## src/hw/decode_pkg.sv

```systemverilog
// Shared constants and types for the instruction decode and timing front end
package decode_pkg;

    localparam int INSTR_W = 14;
    localparam int FADDR_W = 7;
    localparam int BSEL_W = 3;
    localparam int LIT8_W = 8;
    localparam int LIT11_W = 11;
    localparam int CLKS_PER_INSTR = 4;

    // Field positions inside the instruction word
    localparam int GROUP_MSB = 13;
    localparam int GROUP_LSB = 12;
    localparam int SUBOP_MSB = 11;
    localparam int SUBOP_LSB = 8;
    localparam int DEST_POS = 7;
    localparam int BSEL_MSB = 9;
    localparam int BSEL_LSB = 7;
    localparam int BITOP_MSB = 11;
    localparam int BITOP_LSB = 10;
    localparam int JUMP_POS = 11;

    // Top two bits: instruction group
    localparam logic [1:0] GRP_BYTE = 2'h0;
    localparam logic [1:0] GRP_BIT = 2'h1;
    localparam logic [1:0] GRP_JUMP = 2'h2;
    localparam logic [1:0] GRP_LIT = 2'h3;

    // Byte group sub-opcodes that need special handling
    localparam logic [3:0] SUB_MISC = 4'h0;
    localparam logic [3:0] SUB_CLEAR = 4'h1;

    // Bit group operations
    localparam logic [1:0] BIT_CLR = 2'h0;
    localparam logic [1:0] BIT_SET = 2'h1;
    localparam logic [1:0] BIT_TSTC = 2'h2;
    localparam logic [1:0] BIT_TSTS = 2'h3;

    // Skip-capable byte sub-opcodes
    localparam logic [3:0] SUB_DECSKIP = 4'hB;
    localparam logic [3:0] SUB_INCSKIP = 4'hF;

    // Literal group: return-with-literal prefix in bits 11:10
    localparam logic [1:0] LIT_RETURN = 2'h1;

    // Low byte of control words inside the misc group (bits 7:0)
    localparam logic [7:0] CTL_RETURN = 8'h08;
    localparam logic [7:0] CTL_RETINT = 8'h09;
    localparam logic [7:0] CTL_OPTLOAD = 8'h62;
    localparam logic [7:0] CTL_SLEEP = 8'h63;
    localparam logic [7:0] CTL_WDCLR = 8'h64;
    localparam logic [7:0] CTL_DIRLOAD_LO = 8'h65;
    localparam logic [7:0] CTL_DIRLOAD_HI = 8'h67;
    localparam logic [7:0] CTL_NOP_MASK = 8'h9F;

    typedef enum logic [1:0] {CAT_BYTE, CAT_BIT, CAT_LITCTRL} cat_t;
    typedef enum logic [1:0] {Q1, Q2, Q3, Q4} phase_t;

endpackage

```

## src/hw/instr_field_decode.sv

```systemverilog
// Combinational field split and classification of one instruction word
`timescale 1ns/100ps
module instr_field_decode
    import decode_pkg::*;
(
    input wire logic [INSTR_W-1:0] word,
    output cat_t category,
    output logic [FADDR_W-1:0] fileAddr,
    output logic destFile,
    output logic [BSEL_W-1:0] bitSel,
    output logic [LIT8_W-1:0] lit8,
    output logic [LIT11_W-1:0] lit11,
    output logic namesFile,
    output logic writesFile,
    output logic writesW,
    output logic isSkip,
    output logic isJump,
    output logic isReserved,
    output logic isLegacy
);
    logic [1:0] grp;
    logic [3:0] sub;
    logic [1:0] bop;
    logic [7:0] low;

    // Only meaningful bits are looked at; don't-care positions never enter a compare
    always_comb
    begin
        grp = word[GROUP_MSB:GROUP_LSB];
        sub = word[SUBOP_MSB:SUBOP_LSB];
        bop = word[BITOP_MSB:BITOP_LSB];
        low = word[7:0];
        fileAddr = word[FADDR_W-1:0];
        destFile = word[DEST_POS];
        bitSel = word[BSEL_MSB:BSEL_LSB];
        lit8 = word[LIT8_W-1:0];
        lit11 = word[LIT11_W-1:0];
        category = CAT_LITCTRL;
        namesFile = 1'b0;
        writesFile = 1'b0;
        writesW = 1'b0;
        isSkip = 1'b0;
        isJump = 1'b0;
        isReserved = 1'b0;
        isLegacy = 1'b0;
        if (grp == GRP_BYTE)
        begin
            category = CAT_BYTE;
            if (sub == SUB_MISC)
            begin
                if (destFile)
                begin
                    namesFile = 1'b1;
                    writesFile = 1'b1;
                    category = CAT_BYTE;
                end
                else
                begin
                    category = CAT_LITCTRL;
                    isJump = (low == CTL_RETURN) || (low == CTL_RETINT);
                    isLegacy = (low == CTL_OPTLOAD) || (low >= CTL_DIRLOAD_LO && low <= CTL_DIRLOAD_HI);
                    isReserved = !isJump && !isLegacy && low != CTL_SLEEP && low != CTL_WDCLR
                        && (low & CTL_NOP_MASK) != 8'h00;
                end
            end
            else if (sub == SUB_CLEAR && !destFile)
                writesW = 1'b1; // Clear of W touches no file
            else
            begin
                namesFile = 1'b1;
                writesFile = destFile;
                writesW = !destFile;
                isSkip = (sub == SUB_DECSKIP) || (sub == SUB_INCSKIP);
            end
        end
        else if (grp == GRP_BIT)
        begin
            category = CAT_BIT;
            namesFile = 1'b1;
            writesFile = (bop == BIT_CLR) || (bop == BIT_SET);
            isSkip = (bop == BIT_TSTC) || (bop == BIT_TSTS);
        end
        else if (grp == GRP_JUMP)
            isJump = 1'b1;
        else
        begin
            writesW = 1'b1;
            isJump = (bop == LIT_RETURN);
        end
    end
endmodule

```

## src/hw/instr_decode_timing.sv

```systemverilog
// Instruction decode and four-phase execution sequencer
`timescale 1ns/100ps
module instr_decode_timing
    import decode_pkg::*;
#(
    parameter int WORD_W = INSTR_W,
    parameter logic [FADDR_W-1:0] PC_LOW_ADDR = 7'h02,
    parameter logic [FADDR_W-1:0] FIRST_PORT_ADDR = 7'h05,
    parameter logic [FADDR_W-1:0] SECOND_PORT_ADDR = 7'h06
)
(
    input wire logic sys_clk,
    input wire logic rst,
    input wire logic [WORD_W-1:0] instrWord,
    input wire logic condTrue,
    output phase_t phase_q,
    output logic cycleStart_q,
    output logic execValid_q,
    output cat_t category_q,
    output logic [FADDR_W-1:0] fileAddr_q,
    output logic destFile_q,
    output logic [BSEL_W-1:0] bitSel_q,
    output logic [LIT8_W-1:0] lit8_q,
    output logic [LIT11_W-1:0] lit11_q,
    output logic fileReadStb_q,
    output logic readPins_q,
    output logic fileWriteStb_q,
    output logic wWriteStb_q,
    output logic pcLoad_q,
    output logic skipTaken_q,
    output logic nopCycle_q,
    output logic reservedOp_q,
    output logic legacyOp_q
);
    if (WORD_W != INSTR_W)
    begin : g_widthCheck
        $error("instr_decode_timing: word width must be 14");
    end
    if (PC_LOW_ADDR == FIRST_PORT_ADDR || PC_LOW_ADDR == SECOND_PORT_ADDR)
    begin : g_addrCheck
        $error("instr_decode_timing: program counter address overlaps a port");
    end

    function automatic logic isPort(input logic [FADDR_W-1:0] a);
        isPort = (a == FIRST_PORT_ADDR) || (a == SECOND_PORT_ADDR);
    endfunction

    cat_t decCat;
    logic [FADDR_W-1:0] decAddr;
    logic decDest;
    logic [BSEL_W-1:0] decBit;
    logic [LIT8_W-1:0] decLit8;
    logic [LIT11_W-1:0] decLit11;
    logic decNames;
    logic decWrFile;
    logic decWrW;
    logic decSkip;
    logic decJump;
    logic decRsv;
    logic decLegacy;

    instr_field_decode u_fields (
        .word(instrWord[INSTR_W-1:0]),
        .category(decCat),
        .fileAddr(decAddr),
        .destFile(decDest),
        .bitSel(decBit),
        .lit8(decLit8),
        .lit11(decLit11),
        .namesFile(decNames),
        .writesFile(decWrFile),
        .writesW(decWrW),
        .isSkip(decSkip),
        .isJump(decJump),
        .isReserved(decRsv),
        .isLegacy(decLegacy)
    );

    logic namesFile_q;
    logic writesFile_q;
    logic writesW_q;
    logic isSkip_q;
    logic isJump_q;
    logic rstCycle_q;
    logic twoCycle_d;
    logic endCycle;
    phase_t phase_d;

    assign endCycle = (phase_q == Q4);

    // Phase sequencer: every rising sys_clk edge advances one quarter of a cycle
    always_comb
    begin
        case (phase_q)
            Q1: phase_d = Q2;
            Q2: phase_d = Q3;
            Q3: phase_d = Q4;
            Q4: phase_d = Q1;
            default: phase_d = Q1;
        endcase
    end

    always_ff @(posedge sys_clk or posedge rst)
    begin
        if (rst)
        begin
            phase_q <= Q1;
            cycleStart_q <= 1'b0;
        end
        else
        begin
            phase_q <= phase_d;
            cycleStart_q <= (phase_d == Q1);
        end
    end

    // A jump, a taken skip, or a write landing on the program counter costs a second cycle
    assign twoCycle_d = execValid_q && (isJump_q || (writesFile_q && fileAddr_q == PC_LOW_ADDR)
        || (isSkip_q && condTrue));

    // Word capture at the close of each cycle
    always_ff @(posedge sys_clk or posedge rst)
    begin
        if (rst)
        begin
            category_q <= CAT_BYTE;
            fileAddr_q <= '0;
            destFile_q <= 1'b0;
            bitSel_q <= '0;
            lit8_q <= '0;
            lit11_q <= '0;
            namesFile_q <= 1'b0;
            writesFile_q <= 1'b0;
            writesW_q <= 1'b0;
            isSkip_q <= 1'b0;
            isJump_q <= 1'b0;
            reservedOp_q <= 1'b0;
            legacyOp_q <= 1'b0;
        end
        else if (endCycle)
        begin
            category_q <= decCat;
            fileAddr_q <= decAddr;
            destFile_q <= decDest;
            bitSel_q <= decBit;
            lit8_q <= decLit8;
            lit11_q <= decLit11;
            namesFile_q <= decNames;
            writesFile_q <= decWrFile;
            writesW_q <= decWrW;
            isSkip_q <= decSkip;
            isJump_q <= decJump;
            // Flags only; behaviour on these words is left undefined
            reservedOp_q <= decRsv;
            legacyOp_q <= decLegacy;
        end
    end

    // Flush control: the word fetched during a taken branch is discarded
    always_ff @(posedge sys_clk or posedge rst)
    begin
        if (rst)
        begin
            execValid_q <= 1'b0;
            nopCycle_q <= 1'b0;
            pcLoad_q <= 1'b0;
            skipTaken_q <= 1'b0;
        end
        else
        begin
            pcLoad_q <= endCycle && execValid_q && !isSkip_q && twoCycle_d;
            skipTaken_q <= endCycle && execValid_q && isSkip_q && condTrue;
            if (endCycle)
            begin
                // First cycle after reset carries no fetched word yet
                execValid_q <= !twoCycle_d && !rstCycle_q;
                nopCycle_q <= twoCycle_d;
            end
        end
    end

    // Word taken at the first cycle end after reset is dropped, as memory may not be ready yet
    always_ff @(posedge sys_clk or posedge rst)
    begin
        if (rst)
            rstCycle_q <= 1'b1;
        else if (endCycle)
            rstCycle_q <= 1'b0;
    end

    // Read in Q2, write in Q4, so every file register written has been read first
    always_ff @(posedge sys_clk or posedge rst)
    begin
        if (rst)
        begin
            fileReadStb_q <= 1'b0;
            readPins_q <= 1'b0;
            fileWriteStb_q <= 1'b0;
            wWriteStb_q <= 1'b0;
        end
        else
        begin
            fileReadStb_q <= (phase_q == Q1) && execValid_q && namesFile_q;
            readPins_q <= (phase_q == Q1) && execValid_q && namesFile_q && isPort(fileAddr_q);
            fileWriteStb_q <= (phase_q == Q3) && execValid_q && writesFile_q;
            wWriteStb_q <= (phase_q == Q3) && execValid_q && writesW_q;
        end
    end

    property p_fourPhase;
        @(posedge sys_clk) disable iff (rst)
        cycleStart_q |=> !cycleStart_q [*3] ##1 cycleStart_q;
    endproperty
    a_fourPhase: assert property (p_fourPhase) else $error("cycle is not four clocks");

    property p_readBeforeWrite;
        @(posedge sys_clk) disable iff (rst)
        fileWriteStb_q |-> $past(fileReadStb_q, 2);
    endproperty
    a_readBeforeWrite: assert property (p_readBeforeWrite) else $error("file written without read");

    property p_nopQuiet;
        @(posedge sys_clk) disable iff (rst)
        nopCycle_q |-> !fileReadStb_q && !fileWriteStb_q && !wWriteStb_q && !execValid_q;
    endproperty
    a_nopQuiet: assert property (p_nopQuiet) else $error("flush cycle performed work");

    property p_skipTwoCycles;
        @(posedge sys_clk) disable iff (rst)
        (endCycle && execValid_q && isSkip_q && condTrue) |=> nopCycle_q [*4] ##1 !nopCycle_q;
    endproperty
    a_skipTwoCycles: assert property (p_skipTwoCycles) else $error("taken skip not one flush");

    property p_plainOneCycle;
        @(posedge sys_clk) disable iff (rst)
        (endCycle && execValid_q && !isJump_q && !isSkip_q && !writesFile_q) |=> !nopCycle_q;
    endproperty
    a_plainOneCycle: assert property (p_plainOneCycle) else $error("plain op took two cycles");

    property p_destSelect;
        @(posedge sys_clk) disable iff (rst)
        (wWriteStb_q && category_q == CAT_BYTE && namesFile_q) |-> !destFile_q && !fileWriteStb_q;
    endproperty
    a_destSelect: assert property (p_destSelect) else $error("destination select ignored");

    property p_pinRead;
        @(posedge sys_clk) disable iff (rst)
        (fileReadStb_q && isPort(fileAddr_q)) |-> readPins_q ##2 (fileWriteStb_q == writesFile_q);
    endproperty
    a_pinRead: assert property (p_pinRead) else $error("port read did not use pins");

    property p_fieldCapture;
        @(posedge sys_clk) disable iff (rst)
        endCycle |=> fileAddr_q == $past(instrWord[6:0]) && lit11_q == $past(instrWord[10:0])
            && bitSel_q == $past(instrWord[9:7]);
    endproperty
    a_fieldCapture: assert property (p_fieldCapture) else $error("operand fields misplaced");

    property p_category;
        @(posedge sys_clk) disable iff (rst)
        (endCycle && instrWord[13:12] == GRP_BIT) |=> category_q == CAT_BIT && namesFile_q;
    endproperty
    a_category: assert property (p_category) else $error("bit op misclassified");

    property p_jumpTwoCycles;
        @(posedge sys_clk) disable iff (rst)
        (endCycle && execValid_q && isJump_q) |=> pcLoad_q && nopCycle_q && !execValid_q;
    endproperty
    a_jumpTwoCycles: assert property (p_jumpTwoCycles) else $error("jump did not flush one cycle");

    property p_skipNotTaken;
        @(posedge sys_clk) disable iff (rst)
        (endCycle && execValid_q && isSkip_q && !condTrue && fileAddr_q != PC_LOW_ADDR)
            |=> !nopCycle_q && !skipTaken_q;
    endproperty
    a_skipNotTaken: assert property (p_skipNotTaken) else $error("untaken skip flushed");

    property p_readPhase;
        @(posedge sys_clk) disable iff (rst)
        fileReadStb_q |-> phase_q == Q2 && execValid_q && namesFile_q;
    endproperty
    a_readPhase: assert property (p_readPhase) else $error("file read outside Q2");

    property p_writePhase;
        @(posedge sys_clk) disable iff (rst)
        (fileWriteStb_q || wWriteStb_q) |-> phase_q == Q4 && execValid_q;
    endproperty
    a_writePhase: assert property (p_writePhase) else $error("result stored outside Q4");

    property p_literalGroup;
        @(posedge sys_clk) disable iff (rst)
        (endCycle && instrWord[GROUP_MSB]) |=> category_q == CAT_LITCTRL && !namesFile_q && !writesFile_q;
    endproperty
    a_literalGroup: assert property (p_literalGroup) else $error("literal op misclassified");

    property p_dontCare;
        @(posedge sys_clk) disable iff (rst)
        (endCycle && instrWord[13:7] == 7'h02) |=> category_q == CAT_BYTE && writesW_q && !namesFile_q;
    endproperty
    a_dontCare: assert property (p_dontCare) else $error("don't-care bits changed decode");

endmodule

```

## config.mk

```make
export PLATFORM = sky130hd
export DESIGN_NAME = instr_decode_timing
export DESIGN_NICKNAME = d
export VERILOG_FILES = /design/src/hw/decode_pkg.sv /design/src/hw/instr_field_decode.sv /design/src/hw/instr_decode_timing.sv
export SDC_FILE = /design/constraint.sdc
export NUM_CORES = 1
export LEC_CHECK = 0
export BUFFER_PORTS_ARGS = -buffer_cell sky130_fd_sc_hd__clkbuf_2
export CAP_MARGIN = 25
export CORE_MARGIN = 2
export CORE_UTILIZATION = 43
export CTS_CLUSTER_DIAMETER = 200
export CTS_CLUSTER_SIZE = 14
export DETAILED_ROUTE_END_ITERATION = 8
export PLACE_DENSITY = 0.83
export SKIP_LAST_GASP = 1
export SYNTH_ARGS = -nofsm -noshare
export SYNTH_HDL_FRONTEND = slang
export SYNTH_SLANG_ARGS = --single-unit
```

## constraint.sdc

```tcl
create_clock -name sys_clk -period 2.4 [get_ports sys_clk]
set_clock_uncertainty 0.05 [all_clocks]
set_input_delay 0.48 -clock sys_clk [delete_from_list [all_inputs] [get_ports sys_clk]]
set_output_delay 0.48 -clock sys_clk [all_outputs]
set_load 0.1 [all_outputs]
```

==> results.yml <==
floorplanning:
  coreArea_um2: 3630
  die_boundary_width_um: 65.1
  die_h_um: 65.1
  initial_utilization: 0.442
  floorplan.io_pins: 62
  design.die.area_um2: 4240
  fp-row-count: 22
critical_path:
  timing.critical_path.buf_inv: 1
  path_max_fanout: 6
  worstReg2RegStart: "fileAddr_q[4]"
  r2r_cells: 3
  crit_path_start_kind: "register"
  path_cells: "clkbuf_2"
  regToRegSetupSlack_ns: 0.64
  cp_top_family: "buffers and inverters"
  critical_path.startpoint: "fileAddr_q[0]"
  critical_path_endpoint_category: "output pin"
  crit_arrival_ns: 1.23
  slowest_stage: "sky130_fd_sc_hd__clkbuf_2"
  crit-reg2reg-capture: "execValid_q"
  critical_path_required_ns: 1.87
  criticalPathCategory: "reg2out"
  cpPeakStageDelay_ns: 0.50
clocking:
  path_clk_slew_ns: 0.06
  cts_made_buffers: 5
  ctsLongestPathBuffers: 2
  post_cts_hold_buffer_count: 0
  insertion_delay_ns: 0.28
  clock_tree_from_tritoncts: "built"
  htreeDepth: 2
  cts.repair.resized: 0
  cts_post_setup_buffers_inserted: 0
  root_buffer: "sky130_fd_sc_hd__clkbuf_8"
  cts.sink_count: 32
synth:
  ys_warn_count: 0
  post_synth.cell_area_avg_um2: 11.2
  yosys.cell_types.count: 33
  synth_sequential_area_ratio: 0.499
  mappedNetlistArea_um2: 1610
  syn-instance-count: 143
  synth_fp_nets: 168
  yosys_register_bits: 32
layout:
  multi_input_area_um2: 613
  post_route_cells_drive_above_1_share: 0.471
  area_grow_syn2layout_pct: 19.6
  area.sequential_um2: 802
  post_layout_nonfiller_instances: 239
  antenna-diode-count: 0
  number_of_inserted_filler_cells_in_the_final_layout: 338
  nNetsFinal: 215
grt:
  grt_usage: 0.158
  grt_pass1_wl_um: 5000
  grt_start_max_net_pins: 33
  grt_pass1_vias: 1078
  grt-ovfl-total: 0
  number_of_antenna_violations_at_the_first_check_in_global_routing: 0
placement:
  portBuffers: 61
  dp_hpwl_um: 2250
  dp_slack_ns: 0.569
  place.gp.congestion: 0.781
  dp_cells: 231
timing:
  pnr_worst_setup_slack_ns: 0.645
  max_freq_mhz: 570
  max-slew-margin-rel: 0.637
  timing.final.setup_violations: 0
  timing_worst_slew_pin_value_ns: 0.547
  setup_total_negative_slack_ns: 0
  drv_slew: 0
  rsz0062_at_grt: "no"
  finalHoldWorstSlack_ns: 0.202
  finalHoldViolations: 0
  fin_crit_sh: 0.731
  timing.final.crit_period_ns: 1.76
drt:
  antenna_nets_post_route: 0
  drc: 0
  routed_wl_um: 2920
  route.detailed.wl_per_inst_um: 12.2
  vias: 1146
  drt_pass1_iterations: 4
  detail_route.iter0.violations: 80
  vias_per_cell: 4.79
worst_hold_path:
  timing.hold.worst.class: "in2async"
pwr:
  post_layout_power_mw: 1.37
  power_per_standard_cell_area_nw_per_um2: 712
  max_ir_drop_vdd_mv: 0.265
  p_leak_nw: 0.983
flow_run:
  max-cap-violations: 0
run_status:
  status: "finished, final reports clean"
[cell type report]
class	count	share of cell area
Clock inverter	2	0.00521
Clock buffer	6	0.0430
Sequential cell	32	0.417
Inverter	9	0.0176
Multi-Input combinational cell	79	0.319
Tap cell	48	0.0313
Timing Repair Buffer	63	0.167
[per-stage QoR]
stage / area, µm² / utilization
after floorplan: 1610 / -
after global placement: 1830 / 0.503
after detailed placement: 1830 / 0.503
after CTS: 1920 / 0.529
after global routing: 1920 / 0.529
final: 1920 / 0.529
[kinds of logic after synthesis]
family          after synthesis  share of synthesized area
simple gates                 35                      0.131
mux                          14                     0.0974
flops                        32                      0.499
buf+inv                      32                      0.119
xor+xnor                      1                    0.00545
fa+ha+maj                     8                     0.0623
compound gates               21                     0.0857
[synthesized netlist by cell type, drive strengths merged]
cell type | number | area, µm²
a2111o | 1 | 11.3
a21oi | 6 | 30.0
a31oi | 5 | 31.3
and3 | 4 | 25.0
and4b | 1 | 11.3
buf | 20 | 146
clkbuf | 3 | 11.3
dfrtp | 31 | 776
dfstp | 1 | 26.3
ha | 8 | 100
inv | 9 | 33.8
mux2 | 13 | 146
mux2i | 1 | 10.0
nand2 | 6 | 22.5
nand4bb | 1 | 11.3
nor2 | 8 | 30.0
nor2b | 4 | 25.0
nor3 | 2 | 15.0
nor3b | 3 | 22.5
o21a | 1 | 7.51
o21ai | 2 | 10.0
o22a | 1 | 8.76
o22ai | 3 | 18.8
o32ai | 1 | 8.76
o41a | 1 | 11.3
or2 | 1 | 6.26
or3 | 1 | 6.26
or3b | 1 | 8.76
or4 | 3 | 26.3
xor2 | 1 | 8.76
[layer usage]
layer	global-route usage	vias to the layer above	wire (µm)	part of all wire
li1	-	570	-	-
met1	0.194	535	1270	0.43
met2	0.256	36	1430	0.49
met3	0.0514	5	174	0.060
met4	0.0703	0	44	0.015
met5	0	-	0	0
[sequential cells by signal (all words and copies together), names as in the netlist, 2 cells and up]
signal / count
category_q: 2
fileAddr_q: 6
bitSel_q: 2
phase_q: 2
lit11_q: 2
[where the power goes]
part	internal [mW]	leakage, nW	switching [mW]
clock network	0.228	0.0510	0.188
logic	0.0592	0.534	0.310
registers	0.563	0.397	0.0208
[worst max-delay path by stage]
stage	endpoint	slack, ns	depth (start not counted)
after CTS	lit11_q[0]	0.64	1
after detailed placement	legacyOp_q	0.57	6
after floorplan	legacyOp_q	0.09	4
after global placement	legacyOp_q	0.64	6
final	lit11_q[0]	0.64	1
after global routing	legacyOp_q	0.53	4
[layout by cell type, fill, tap and decap left out, types with 2 or more instances in the layout]
cell,n
sky130_fd_sc_hd__a21oi_1,6
sky130_fd_sc_hd__a31oi_1,5
sky130_fd_sc_hd__and3_1,4
sky130_fd_sc_hd__buf_4,2
sky130_fd_sc_hd__clkbuf_2,61
sky130_fd_sc_hd__clkbuf_8,6
sky130_fd_sc_hd__clkinv_2,2
sky130_fd_sc_hd__dfrtp_1,31
sky130_fd_sc_hd__ha_1,8
sky130_fd_sc_hd__inv_1,9
sky130_fd_sc_hd__mux2_2,13
sky130_fd_sc_hd__nand2_1,6
sky130_fd_sc_hd__nor2_1,8
sky130_fd_sc_hd__nor2b_1,4
sky130_fd_sc_hd__nor3b_1,3
sky130_fd_sc_hd__o21ai_0,2
sky130_fd_sc_hd__o22ai_1,3
sky130_fd_sc_hd__or4_1,2
No activity file was read; power rests on OpenSTA's default activity.
